**src/spk_consts.svh**
```systemverilog
// Constants for the speech chip parameter host port
`ifndef SPK_CONSTS_SVH
`define SPK_CONSTS_SVH
// Operation codes {rw, addr_msb, addr_lsb}
`define SPK_OP_CTRL_WR 3'h0
`define SPK_OP_PTR_WR 3'h1
`define SPK_OP_DIN_WR0 3'h2
`define SPK_OP_DIN_WR1 3'h3
`define SPK_OP_STAT_RD 3'h4
`define SPK_OP_NONE_RD 3'h5
`define SPK_OP_DOUT_RD 3'h6
`define SPK_OP_FETCH_RD 3'h7
// Status and pointer fields
`define SPK_STAT_BUSY_BIT 7
`define SPK_PTR_BUF_BIT 5
`define SPK_PTR_IDX_MSB 3
// Reset values
`define SPK_CTRL_RST 8'h00
`define SPK_PTR_RST 8'h00
// Parameter counts and last index per mode
`define SPK_SYN_LAST 4'he
`define SPK_REC_LAST 4'hb
`define SPK_SR_IDX 4'hb
// Control bit that selects recognition mode in this model
`define SPK_CTRL_REC_BIT 0
// Sample period: bit slots per recirculation
`define SPK_SLOT_BITS 9
`define SPK_SLOTS 16
// PWM width for the speech output
`define SPK_PWM_BITS 8
`endif

```
**src/spk_pkg.sv**
```systemverilog
// Types for the speech chip parameter host port
package spk_pkg;
    // Parameter access engine states
    typedef enum logic [1:0] {
        SPK_IDLE,
        SPK_STORE,
        SPK_FETCH
    } spk_acc_e;
    // Nine-bit parameter word
    typedef logic [8:0] spk_word_t;
endpackage : spk_pkg

```
**src/spk_param_ring.sv**
```systemverilog
// Recirculating bit-serial parameter store with one access point
`timescale 1ns/100ps
`include "spk_consts.svh"
module spk_param_ring #(
    parameter int SLOTS = `SPK_SLOTS,
    parameter int BITS = `SPK_SLOT_BITS
) (
    // Clock and reset
    input wire logic clk_sys,
    input wire logic srst,
    // Access point
    input wire logic wr_en,
    input wire logic wr_bit,
    output logic rd_bit,
    output logic [3:0] slot_idx,
    output logic [3:0] bit_idx,
    output logic slot_end
);
    // Serial ring, one bit leaves the access point each clock
    logic [SLOTS*BITS-1:0] ring_reg;
    // Position counters
    logic [3:0] slot_reg;
    logic [3:0] bit_reg;

    // Position of the bit now at the access point
    always_ff @(posedge clk_sys) begin
        if (srst) begin
            slot_reg <= 4'h0;
            bit_reg <= 4'h0;
        end else if (bit_reg == 4'(BITS - 1)) begin
            bit_reg <= 4'h0;
            slot_reg <= 4'(slot_reg + 4'h1);
        end else begin
            bit_reg <= 4'(bit_reg + 4'h1);
        end
    end

    // Recirculate; the access point may overwrite the passing bit
    always_ff @(posedge clk_sys) begin
        if (srst) begin
            ring_reg <= '0;
        end else begin
            ring_reg <= {wr_en ? wr_bit : ring_reg[0], ring_reg[SLOTS*BITS-1:1]}; // RULE7
        end
    end

    assign rd_bit = ring_reg[0];
    assign slot_idx = slot_reg;
    assign bit_idx = bit_reg;
    assign slot_end = (bit_reg == 4'(BITS - 1));
endmodule : spk_param_ring

```
**src/spk_pwm.sv**
```systemverilog
// Eight-bit pulse width modulator for the speech output
`timescale 1ns/100ps
`include "spk_consts.svh"
module spk_pwm #(
    parameter int WIDTH = `SPK_PWM_BITS
) (
    // Clock and reset
    input wire logic clk_sys,
    input wire logic srst,
    // Sample in, pulse out
    input wire logic [WIDTH-1:0] level,
    output logic pwm_out
);
    // Free running ramp
    logic [WIDTH-1:0] ramp_reg;

    // Ramp and compare; output registered to stay glitch free
    always_ff @(posedge clk_sys) begin
        if (srst) begin
            ramp_reg <= '0;
            pwm_out <= 1'b0;
        end else begin
            ramp_reg <= WIDTH'(ramp_reg + 1'b1);
            pwm_out <= (ramp_reg < level); // RULE17
        end
    end
endmodule : spk_pwm

```
**src/spk_host_port.sv**
```systemverilog
// Parameter host port of the speech chip: bus decode, busy handshake, wait, outputs
//
// Operation
// RULE1: Selected only when strobe high, select low
// RULE2: Data moves only when selected, rw decides
// RULE3: Code 0 loads control, code 1 pointer
// RULE4: Codes 2,3 load nine-bit input word
// RULE5: Code 4 reads status; code 5 undefined
// RULE6: Codes 6,7 read output; 7 fetches
// RULE7: Parameters live in recirculating serial rings
// RULE8: Input register write sets busy
// RULE9: Store at access point, then clear busy
// RULE10: Fetch sets busy while pending
// RULE11: Fetch copies eight bits, clears busy
// RULE12: Host polls busy, leaves port alone
// RULE13: Wait low for codes 1,2,3,7 while busy
// RULE14: Wait stays low until unbusy or deselect
// RULE15: Low reset pin resets the device
// RULE16: System clock is crystal halved, driven out
// RULE17: Speech output is eight-bit PWM
// RULE18: Three gain select outputs drive switches
// RULE19: Busy is status bit 7
// RULE20: Pointer bits 0-3 index, bit 5 buffer
// RULE21: Pointer advances after each access
// RULE22: Control register is plain storage
`timescale 1ns/100ps
`include "spk_consts.svh"
module spk_host_port (
    // Clock and reset
    input wire logic clk_sys,
    input wire logic srst,
    // Device pins, asynchronous to clk_sys
    input wire logic reset_pin_n,
    input wire logic strobe,
    input wire logic chip_select_low_n,
    input wire logic rw,
    input wire logic addr_msb,
    input wire logic addr_lsb_ninth_bit,
    // Data bus, split three ways
    input wire logic [7:0] data_in,
    output logic [7:0] data_out,
    output logic data_oe,
    // Open-drain wait, oe high pulls the pin low
    output logic wait_out,
    output logic wait_oe,
    // Clock pin, test input or buffered output
    input wire logic crystal_input,
    output logic crystal_output,
    input wire logic clock_pin_in,
    input wire logic ext_clock_sel,
    output logic clock_pin_out,
    output logic clock_pin_oe,
    output logic osc_enable,
    // Analog side
    output logic speech_pwm,
    output logic [2:0] gain_sel
);
    // Pin synchronisers, first stage read only by second
    logic [13:0] pin_s1_reg;
    logic [13:0] pin_s2_reg;
    // Synchronised pin copies
    logic rst_pin_n_s;
    logic strobe_s;
    logic cs_n_s;
    logic rw_s;
    logic a1_s;
    logic a0_s;
    logic [7:0] din_s;
    // Select history for edge detection
    logic sel_d_reg;
    // Internal reset from either source
    logic dev_rst;
    // Host visible registers
    logic [7:0] control_word_reg;
    logic [7:0] parameter_pointer_reg;
    spk_pkg::spk_word_t parameter_write_holding_reg;
    logic [7:0] parameter_read_holding_reg;
    logic busy_reg;
    // Access engine
    spk_pkg::spk_acc_e acc_reg;
    logic [7:0] fetch_sh_reg;
    // Set while the addressed slot streams past
    logic armed_reg;
    // Wait latch
    logic wait_reg;
    // Clock divider
    logic half_clk_reg;
    // Gain and PWM sample
    logic [2:0] gain_reg;
    logic [7:0] pwm_level_reg;
    // Decode
    logic sel;
    logic sel_rise;
    logic [2:0] op;
    // Ring signals
    logic ring_wr_en;
    logic ring_wr_bit;
    logic ring_rd_bit;
    logic [3:0] ring_slot;
    logic [3:0] ring_bit;
    logic ring_slot_end;
    logic at_target;

    // Returns the last index of the active mode sequence
    function automatic logic [3:0] last_idx(input logic rec);
        last_idx = rec ? `SPK_REC_LAST : `SPK_SYN_LAST;
    endfunction : last_idx

    // Next pointer: walk the index, wrap to first; buffer bit only for SR
    function automatic logic [7:0] next_ptr(input logic [7:0] p, input logic rec);
        logic [3:0] idx;
        idx = (p[3:0] >= last_idx(rec)) ? 4'h0 : 4'(p[3:0] + 4'h1);
        next_ptr = 8'h00;
        next_ptr[3:0] = idx;
        next_ptr[`SPK_PTR_BUF_BIT] = rec && (idx == `SPK_SR_IDX); // RULE20
    endfunction : next_ptr

    // Two flip-flop synchronisers on every bus and reset pin input
    always_ff @(posedge clk_sys) begin
        if (srst) begin
            pin_s1_reg <= 14'h0003;
            pin_s2_reg <= 14'h0003;
        end else begin
            pin_s1_reg <= {strobe, rw, addr_msb, data_in, addr_lsb_ninth_bit,
                chip_select_low_n, reset_pin_n};
            pin_s2_reg <= pin_s1_reg;
        end
    end

    // Pin fields from the second stage only; one bank keeps them in step
    assign rst_pin_n_s = pin_s2_reg[0];
    assign cs_n_s = pin_s2_reg[1];
    assign a0_s = pin_s2_reg[2];
    assign din_s = pin_s2_reg[10:3];
    assign a1_s = pin_s2_reg[11];
    assign rw_s = pin_s2_reg[12];
    assign strobe_s = pin_s2_reg[13];

    // Reset pin low or system reset both clear the device
    assign dev_rst = srst || !rst_pin_n_s; // RULE15

    // Select only when strobe high and select low
    assign sel = strobe_s && !cs_n_s; // RULE1
    assign op = {rw_s, a1_s, a0_s};
    assign sel_rise = sel && !sel_d_reg;

    // Select edge history; one action per bus cycle
    always_ff @(posedge clk_sys) begin
        if (dev_rst) begin
            sel_d_reg <= 1'b0;
        end else begin
            sel_d_reg <= sel;
        end
    end

    // Host writes, taken at the select edge; busy blocks parameter writes
    always_ff @(posedge clk_sys) begin
        if (dev_rst) begin
            control_word_reg <= `SPK_CTRL_RST;
        end else if (sel_rise && op == `SPK_OP_CTRL_WR) begin
            control_word_reg <= din_s; // RULE3 RULE22
        end
    end

    // Parameter write holding, loaded only when empty
    always_ff @(posedge clk_sys) begin
        if (dev_rst) begin
            parameter_write_holding_reg <= '0;
        end else if (sel_rise && !busy_reg && !rw_s && a1_s) begin
            parameter_write_holding_reg <= {din_s, a0_s}; // RULE4
        end
    end

    // Ring target: addressed slot at the access point, entered only at its
    // first bit so a request arriving mid-slot never moves a torn word
    assign at_target = (ring_slot == parameter_pointer_reg[3:0])
        && (ring_bit == 4'h0 || armed_reg);

    // Slot entry flag, held from the first bit to the last
    always_ff @(posedge clk_sys) begin
        if (dev_rst || acc_reg == spk_pkg::SPK_IDLE) begin
            armed_reg <= 1'b0;
        end else if (at_target) begin
            armed_reg <= !ring_slot_end; // RULE7
        end
    end

    // Access engine: busy, store and fetch
    always_ff @(posedge clk_sys) begin
        if (dev_rst) begin
            acc_reg <= spk_pkg::SPK_IDLE;
            busy_reg <= 1'b0;
            parameter_pointer_reg <= `SPK_PTR_RST;
            parameter_read_holding_reg <= 8'h00;
            fetch_sh_reg <= 8'h00;
        end else begin
            case (acc_reg)
                spk_pkg::SPK_IDLE: begin
                    if (sel_rise && op == `SPK_OP_PTR_WR) begin
                        parameter_pointer_reg <= din_s; // RULE3 RULE20
                    end else if (sel_rise && !rw_s && a1_s) begin
                        acc_reg <= spk_pkg::SPK_STORE;
                        busy_reg <= 1'b1; // RULE8
                    end else if (sel_rise && op == `SPK_OP_FETCH_RD) begin
                        acc_reg <= spk_pkg::SPK_FETCH;
                        busy_reg <= 1'b1; // RULE10
                    end
                end
                spk_pkg::SPK_STORE: begin
                    // Wait for the last bit of the addressed slot
                    if (at_target && ring_slot_end) begin
                        acc_reg <= spk_pkg::SPK_IDLE;
                        busy_reg <= 1'b0; // RULE9
                        parameter_pointer_reg <= next_ptr(parameter_pointer_reg,
                            control_word_reg[`SPK_CTRL_REC_BIT]); // RULE21
                    end
                end
                spk_pkg::SPK_FETCH: begin
                    if (at_target) begin
                        // Keep the upper eight of nine bits as they pass
                        fetch_sh_reg <= {ring_rd_bit, fetch_sh_reg[7:1]};
                    end
                    if (at_target && ring_slot_end) begin
                        acc_reg <= spk_pkg::SPK_IDLE;
                        busy_reg <= 1'b0; // RULE11
                        parameter_read_holding_reg <= {ring_rd_bit, fetch_sh_reg[7:1]};
                        parameter_pointer_reg <= next_ptr(parameter_pointer_reg,
                            control_word_reg[`SPK_CTRL_REC_BIT]); // RULE21
                    end
                end
                default: begin
                    acc_reg <= spk_pkg::SPK_IDLE;
                    busy_reg <= 1'b0;
                end
            endcase
        end
    end

    // Store streams the holding word lsb first into the addressed slot
    assign ring_wr_en = (acc_reg == spk_pkg::SPK_STORE) && at_target; // RULE9
    assign ring_wr_bit = parameter_write_holding_reg[ring_bit];

    // Serial parameter ring
    spk_param_ring #(
        .SLOTS(`SPK_SLOTS),
        .BITS(`SPK_SLOT_BITS)
    ) u_ring (
        .clk_sys(clk_sys),
        .srst(dev_rst),
        .wr_en(ring_wr_en),
        .wr_bit(ring_wr_bit),
        .rd_bit(ring_rd_bit),
        .slot_idx(ring_slot),
        .bit_idx(ring_bit),
        .slot_end(ring_slot_end)
    );

    // Read data, registered; driven only while selected for a read
    always_ff @(posedge clk_sys) begin
        if (dev_rst) begin
            data_out <= 8'h00;
            data_oe <= 1'b0;
        end else begin
            data_oe <= sel && rw_s; // RULE2
            case (op)
                `SPK_OP_STAT_RD: data_out <= {busy_reg, 7'h00}; // RULE5 RULE19
                `SPK_OP_DOUT_RD, `SPK_OP_FETCH_RD: data_out <= parameter_read_holding_reg; // RULE6
                default: data_out <= 8'h00; // Code 5 and writes read zero
            endcase
        end
    end

    // Wait: set on selected code 1,2,3,7 while busy, held till unbusy or deselect
    always_ff @(posedge clk_sys) begin
        if (dev_rst) begin
            wait_reg <= 1'b0;
        end else if (!sel || !busy_reg) begin
            wait_reg <= 1'b0; // RULE14
        end else if (op == `SPK_OP_PTR_WR || op == `SPK_OP_DIN_WR0
                || op == `SPK_OP_DIN_WR1 || op == `SPK_OP_FETCH_RD) begin
            wait_reg <= 1'b1; // RULE13
        end
    end
    assign wait_out = 1'b0;
    assign wait_oe = wait_reg;

    // Clock pin: drive clk_sys halved unless an external clock is chosen
    always_ff @(posedge clk_sys) begin
        if (srst) begin
            half_clk_reg <= 1'b0;
        end else begin
            half_clk_reg <= !half_clk_reg; // RULE16
        end
    end
    assign clock_pin_out = half_clk_reg;
    assign clock_pin_oe = !ext_clock_sel;
    assign osc_enable = !ext_clock_sel; // RULE16
    assign crystal_output = osc_enable && !crystal_input;

    // Speech level from stored parameter words, gain from the control word
    always_ff @(posedge clk_sys) begin
        if (dev_rst) begin
            pwm_level_reg <= 8'h00;
            gain_reg <= 3'h0;
        end else begin
            if (acc_reg == spk_pkg::SPK_STORE && at_target && ring_slot_end) begin
                pwm_level_reg <= parameter_write_holding_reg[8:1];
            end
            gain_reg <= control_word_reg[3:1]; // RULE18
        end
    end
    assign gain_sel = gain_reg;

    // Speech output modulator
    spk_pwm #(
        .WIDTH(`SPK_PWM_BITS)
    ) u_pwm (
        .clk_sys(clk_sys),
        .srst(dev_rst),
        .level(pwm_level_reg),
        .pwm_out(speech_pwm)
    );

    // Busy must set after a store request is taken
    property p_busy_on_store;
        @(posedge clk_sys) disable iff (dev_rst)
        (acc_reg == spk_pkg::SPK_IDLE && sel_rise && !rw_s && a1_s)
            |=> busy_reg;
    endproperty
    a_busy_on_store: assert property (p_busy_on_store) else $error("busy not set"); // RULE8

    // Fetch sets busy
    property p_busy_on_fetch;
        @(posedge clk_sys) disable iff (dev_rst)
        (acc_reg == spk_pkg::SPK_IDLE && sel_rise && op == `SPK_OP_FETCH_RD
            && !(op == `SPK_OP_PTR_WR)) |=> busy_reg && acc_reg == spk_pkg::SPK_FETCH;
    endproperty
    a_busy_on_fetch: assert property (p_busy_on_fetch) else $error("fetch not busy"); // RULE10

    // Busy clears within 160 clocks, longer than one ring revolution
    property p_busy_bounded;
        @(posedge clk_sys) disable iff (dev_rst)
        $rose(busy_reg) |-> ##[1:160] !busy_reg;
    endproperty
    a_busy_bounded: assert property (p_busy_bounded) else $error("busy stuck"); // RULE9

    // Busy is status bit 7
    property p_status_busy;
        @(posedge clk_sys) disable iff (dev_rst)
        (op == `SPK_OP_STAT_RD) |=> data_out[7] == $past(busy_reg) && data_out[6:0] == 7'h00;
    endproperty
    a_status_busy: assert property (p_status_busy) else $error("status wrong"); // RULE19

    // Data driven only for selected reads
    property p_data_oe;
        @(posedge clk_sys) disable iff (dev_rst)
        data_oe |-> $past(sel) && $past(rw_s);
    endproperty
    a_data_oe: assert property (p_data_oe) else $error("bus driven unselected"); // RULE2

    // Wait only while selected and busy
    property p_wait_cause;
        @(posedge clk_sys) disable iff (dev_rst)
        wait_oe |-> $past(sel) && $past(busy_reg);
    endproperty
    a_wait_cause: assert property (p_wait_cause) else $error("wait without cause"); // RULE14

    // Wait asserts for a blocked pointer write
    property p_wait_set;
        @(posedge clk_sys) disable iff (dev_rst)
        (sel && busy_reg && op == `SPK_OP_PTR_WR) |=> wait_oe;
    endproperty
    a_wait_set: assert property (p_wait_set) else $error("wait missing"); // RULE13

    // Pointer advances on completion
    property p_ptr_advance;
        @(posedge clk_sys) disable iff (dev_rst)
        (acc_reg != spk_pkg::SPK_IDLE && at_target && ring_slot_end)
            |=> parameter_pointer_reg[3:0] != $past(parameter_pointer_reg[3:0]);
    endproperty
    a_ptr_advance: assert property (p_ptr_advance) else $error("pointer stuck"); // RULE21
endmodule : spk_host_port

```
**config.mk**
```make
export PLATFORM = sky130hd
export DESIGN_NAME = spk_host_port
export DESIGN_NICKNAME = d
export VERILOG_FILES = /design/src/spk_pkg.sv /design/src/spk_param_ring.sv /design/src/spk_pwm.sv /design/src/spk_host_port.sv
export VERILOG_INCLUDE_DIRS = /design/src
export SDC_FILE = /design/constraint.sdc
export NUM_CORES = 1
export LEC_CHECK = 0
export ABC_AREA = 1
export BUFFER_PORTS_ARGS = -buffer_cell sky130_fd_sc_hd__clkbuf_2
export CAP_MARGIN = 20
export CORE_MARGIN = 1
export CORE_UTILIZATION = 50
export CTS_BUF_LIST = sky130_fd_sc_hd__clkbuf_8 sky130_fd_sc_hd__clkbuf_16
export CTS_CLUSTER_DIAMETER = 80
export CTS_CLUSTER_SIZE = 20
export DETAILED_ROUTE_END_ITERATION = 7
export PLACE_DENSITY_LB_ADDON = 0.05
export SLEW_MARGIN = 15
export SYNTH_ARGS = -nofsm -noshare
export SYNTH_HDL_FRONTEND = slang
export SYNTH_HIERARCHICAL = 1
export SYNTH_SLANG_ARGS = --single-unit
```
**constraint.sdc**
```tcl
create_clock -name clk_sys -period 3.9 [get_ports clk_sys]
set_input_delay 0.195 -clock clk_sys [delete_from_list [all_inputs] [get_ports clk_sys]]
set_output_delay 0.195 -clock clk_sys [all_outputs]
set_load 0.01 [all_outputs]
```
* Yosys cells after proc, flatten, opt, wreduce, memory -nomap -nowiden
Index checks and enable logic that the tools add are counted.
Storage, ports and cells: register bits 249, bits in latches 0, RAM bits 0, bits in read-only memories 0, memories kept 0, input port bits 19
Operators by class: shifts and indexed selects 0, mux-type cells 19, equality and inequality tests 14, divide/modulo/power cells 0, $add $sub $neg 4, bitwise gates (word level) 0, $mul 0, magnitude comparators 3, reductions and logical operators 45
Operator list (count):
- 1-bit logical AND | 16
- 8-bit one-hot mux with 2 select lines | 1
- 4-bit by 1-bit adder with 4-bit output (second input constant) | 3
- 4-bit 2-to-1 mux | 3
- 1-bit zero test | 10
- 3-bit equality test (second input constant) | 3
- 8-bit by 1-bit adder with 8-bit output (second input constant) | 1
- 8-bit less-than comparator | 1
- 2-bit 2-to-1 mux | 4
- 4-bit one-hot mux with 2 select lines | 1
- 2-bit OR reduction | 4
- 1-bit logical OR | 7
- 3-bit by 2-bit equality test with 1-bit output (second input constant) | 2
- 1-bit 2-to-1 mux | 6
- 3-bit AND reduction | 2
- 4-bit by 5-bit less-than comparator with 1-bit output (second input constant) | 1
- 1-bit binary-select mux with 4-bit select | 1
- 4-bit equality test | 1
- 4-bit equality test (second input constant) | 1
- 4-bit >= comparator | 1
- 4-bit zero test | 1
- 2-bit by 1-bit inequality test with 1-bit output (second input constant) | 2
- 2-bit one-hot mux with 2 select lines | 1
- 2-bit AND reduction | 2
- other kinds (10) | 10

* Longest topological paths before layout
depth after elaboration 8, mapped depth 11, depth with buffers taken out 10

* By module
Netlist, hierarchy kept.
Modules (own cells, without submodules):
- spk_param_ring | area each 4455.5 um2, cells an instance 497, instances 1
- spk_host_port | area each 3358.2 um2, cells an instance 440, instances 1
- spk_pwm | area each 520.5 um2, cells an instance 72, instances 1

* Worst setup path before layout
OpenSTA, ideal clock, no wires.
path type register to register, start point register u_ring.bit_reg[0], in the netlist u_ring/bit_idx[0], end point register pwm_level_reg[0], setup slack 2.329 ns, cell stages (with the launch flop) 10, arrival 1.455 ns, clock period less this slack 1.571 ns, path through dfxtp_1 inv_1 ha_1 nand2_1 nor2_4 nand4_2 nor2_4 inv_1 nor2_1 nor2_1
On the way: elaborated cells between the ends (all ways) 6, those cells by class 1 x eq/ne; 5 x reduce/logical
RTL lines:
- from (decl) | line spk_param_ring.sv:23 | logic [3:0] bit_reg;
- from (signal assigned) | line spk_param_ring.sv:34 | bit_reg <= 4'(bit_reg + 4'h1);
- 4-bit equality test | line spk_param_ring.sv:50 | assign slot_end = (bit_reg == 4'(BITS - 1));
- via ring_slot_end | line spk_host_port.sv:101 | logic ring_slot_end;
- 1-bit logical AND | line spk_host_port.sv:306 | if (acc_reg == spk_pkg::SPK_STORE && at_target && ring_slot_end) begin
- to (signal assigned) | line spk_host_port.sv:307 | pwm_level_reg <= parameter_write_holding_reg[8:1];
- to (decl) | line spk_host_port.sv:90 | logic [7:0] pwm_level_reg;
The timed path passes the listed nets, and every way through them passes these cells. A chain may end at the register's enable or synchronous reset.

* Worst setup path in the final report
start point register u_ring.bit_reg[0], in the netlist u_ring/bit_idx[0], end point register pwm_level_reg[6]
The elaborated chain is that of the path after synthesis.

==> qor.yml <==
global_routing:
  grt_use_total: 0.143
  grt_pass1_wl_um: 21100
  grt_pass1_vias: 4847
  grt_overflow_total: 0
  grt_max_degree: 173
  antenna_found_initial: 0
worst_setup_path:
  max_stage_delay_ns: 0.42
  worstReg2RegStart: "u_ring/bit_idx[0]"
  start_kind: "flop"
  cp_max_fo: 11
  arrival_ns: 2.30
  r2r_setup_slack_ns: 1.97
  worstSetupEndpointType: "flop"
  reg2reg_to: "pwm_level_reg[6]"
  criticalPathCategory: "reg2reg"
  critPathTopFamily: "simple AND/OR/NAND/NOR gates"
  path_buf_inv: 2
  path_cells: "inv_1, ha_1, nand2_1, nor2_4, nand4_2, nor2_4, inv_1, nor2_1, nor2_1"
  crit_path_top_delay_cell: "dfxtp_1"
  reg2reg_depth: 9
  worstPathRequired_ns: 4.26
sta:
  finClkSkew_ns: 0.0133
  slew_violations: 0
  worst_pin_slew_ns: 0.779
  fmax_mhz: 517
  slew_headroom: 0.480
  layout_min_cycle_time_ns: 1.93
  finalHoldViolations: 0
  rsz0062_at_grt: "false"
  layout_worst_path_cycle_share: 0.496
  finalSetupViolations: 0
  finalSetupTns_ns: 0
logic_synthesis:
  syn_area_mm2: 0.00833
  avgSynthCellArea_um2: 8.26
  ys_seq_area_frac: 0.596
  synth_seq_cells: 248
  yosysWarnings: 6
  synthesis.nets: 1046
  synthTopCellsByCount: "255 x nor2_1, 248 x dfxtp_1, 230 x inv_1"
  yosys.area.top_type_share: 0.596
  synth_edf_count: 0
  synth_top_cell_by_area: "dfxtp_1"
  synthArstFlopShare: 0
  ys_types: 31
  synth_top_cells_by_area: "dfxtp_1 60%, nor2_1 11%, inv_1 10%"
  ys.flop_type: "dfxtp_1"
  syn_inst: 1009
  synth_most_common_cell: "nor2_1"
die:
  dieArea_mm2: 0.0172
  fp.dieH_um: 131
  die_w_um: 131
  io-pin-count: 38
  row_count: 46
  core_mm2: 0.0161
  start_util: 0.519
route:
  dr_total_vias: 5351
  first_pass_iters: 4
  drtIter0Drc: 299
  routedWlPerCell_um: 9.42
  antenna_left: 0
  drc: 0
  routed_via_density: 4.24
  wirelength_um: 11900
power:
  power_leakage_nw: 3.75
  power_mw: 4.26
  p_per_area_mw_per_mm2: 463
  peakVddDrop_mv: 0.342
hold_path:
  hold_start: "srst"
  hold_class: "in2reg"
  whs_endpoint: "pin_s2_reg[5]"
  hold_depth: 2
cells_and_area:
  antennaDiodeCount: 0
  fillers: 1486
  syn_to_final_growth_pct: 10.2
  regArea_mm2: 0.00496
  multiInputGateArea_mm2: 0.00228
  final_nets: 1083
  fin_area_mm2: 0.00919
  drive_gt1_frac: 0.0745
  largest_reg_flops: 144
flow_run:
  cap_violations: 0
placement:
  gp_congestion: 0.784
  port_buffers: 35
  dp_hpwl_um: 7360
  place_area_mm2: 0.00860
outcome:
  status: "finished clean"
cts:
  clk_latency_ns: 0.48
  root_buffer: "clkbuf_16"
  cts_tree: "done"
  cts_setup_buffers: 0
  numCtsBuffers: 16
  ctsLongestPathBuffers: 3
  clk_pin_slew_ns: 0.08
  htreeDepth: 1
  cts_sinks: 248
-- power by group --
part           leakage [nW]  total, mW  switching [mW]  internal, mW
combinational          1.52      0.131          0.0847        0.0459
sequential             2.00       2.56          0.0151          2.55
clock                 0.222       1.56           0.777         0.784
-- stage by stage --
stage,hold slack (ns),worst slack [ns],utilization,instances
global placement,0.377,1.84,0.536,1230
global route,0.306,1.74,0.572,1263
floorplan,0.299,2.33,-,1009
CTS,0.238,1.95,0.572,1263
detailed placement,0.388,1.83,0.536,1230
finish,0.245,1.97,0.572,1263
-- layout by cell type, fill, tap and decap left out --
master         instances
nand4_2                1
o21ai_0               34
ha_1                  18
dfxtp_1              248
nor3_1                 7
conb_1                 1
nor2_2                 5
o32ai_1                1
xnor2_1                2
buf_4                  1
nand3_1               24
nand2_4                1
nand3b_1               2
nand3_2                1
or2_2                  4
buf_12                 1
nand4_1                3
nor2_4                 3
a211oi_1               1
o21ai_2                1
inv_2                  4
inv_1                231
and2_1                 1
nand2_1               82
nand2_2                3
xor2_1                 3
clkbuf_16             17
clkbuf_2              35
nor2_1               255
o21bai_1               1
o21ai_1                6
dlygate4sd3_1         14
clkinv_8               1
a21oi_1               35
-- worst max-delay path by stage --
stage | start | endpoint | slack, ns | depth (start not counted)
2_1_floorplan | u_ring/bit_idx[0] | pwm_level_reg[0] | 2.33 | 9
3_3_place_gp | srst | u_ring/bit_idx[0] | 1.84 | 7
3_5_place_dp | srst | u_ring/bit_idx[2] | 1.83 | 7
4_1_cts | u_ring/bit_idx[0] | pwm_level_reg[7] | 1.95 | 9
5_1_grt | u_ring/bit_idx[0] | pwm_level_reg[2] | 1.74 | 9
6_report | u_ring/bit_idx[0] | pwm_level_reg[6] | 1.97 | 9
-- metal layers --
layer / GRT usage / routed length, um
met5: 0 / 0
met4: 0.0373 / 239
met3: 0.0274 / 373
met2: 0.229 / 4800
met1: 0.197 / 6490
-- worst reg2reg max path: stages, from the launching register on --
cell     delay (ns)
dfxtp_1        0.42
inv_1          0.10
ha_1           0.16
nand2_1        0.09
nor2_4         0.26
nand4_2        0.21
nor2_4         0.22
inv_1          0.18
nor2_1         0.13
nor2_1         0.05
-- cell families after synthesis --
group           synth area share
compound gates            0.0489
xor+xnor                 0.00526
fa+ha+maj                 0.0270
buf+inv                    0.131
flops                      0.596
other cells             0.000450
simple gates               0.191
-- final cells by class --
class                      count  share of cell area
clock buffer                  17              0.0463
clock inverter                 2             0.00218
inverter                     234              0.0956
multi-input combinational    495               0.249
sequential                   248               0.541
tap                          216              0.0294
timing repair buffer          51              0.0373
-- timing repair --
action,CTS,global route
resized for setup,0,0
hold buffers,14,0
endpoints found under the hold margin,14,0
Note: power is estimated with default switching activity, not from simulation.
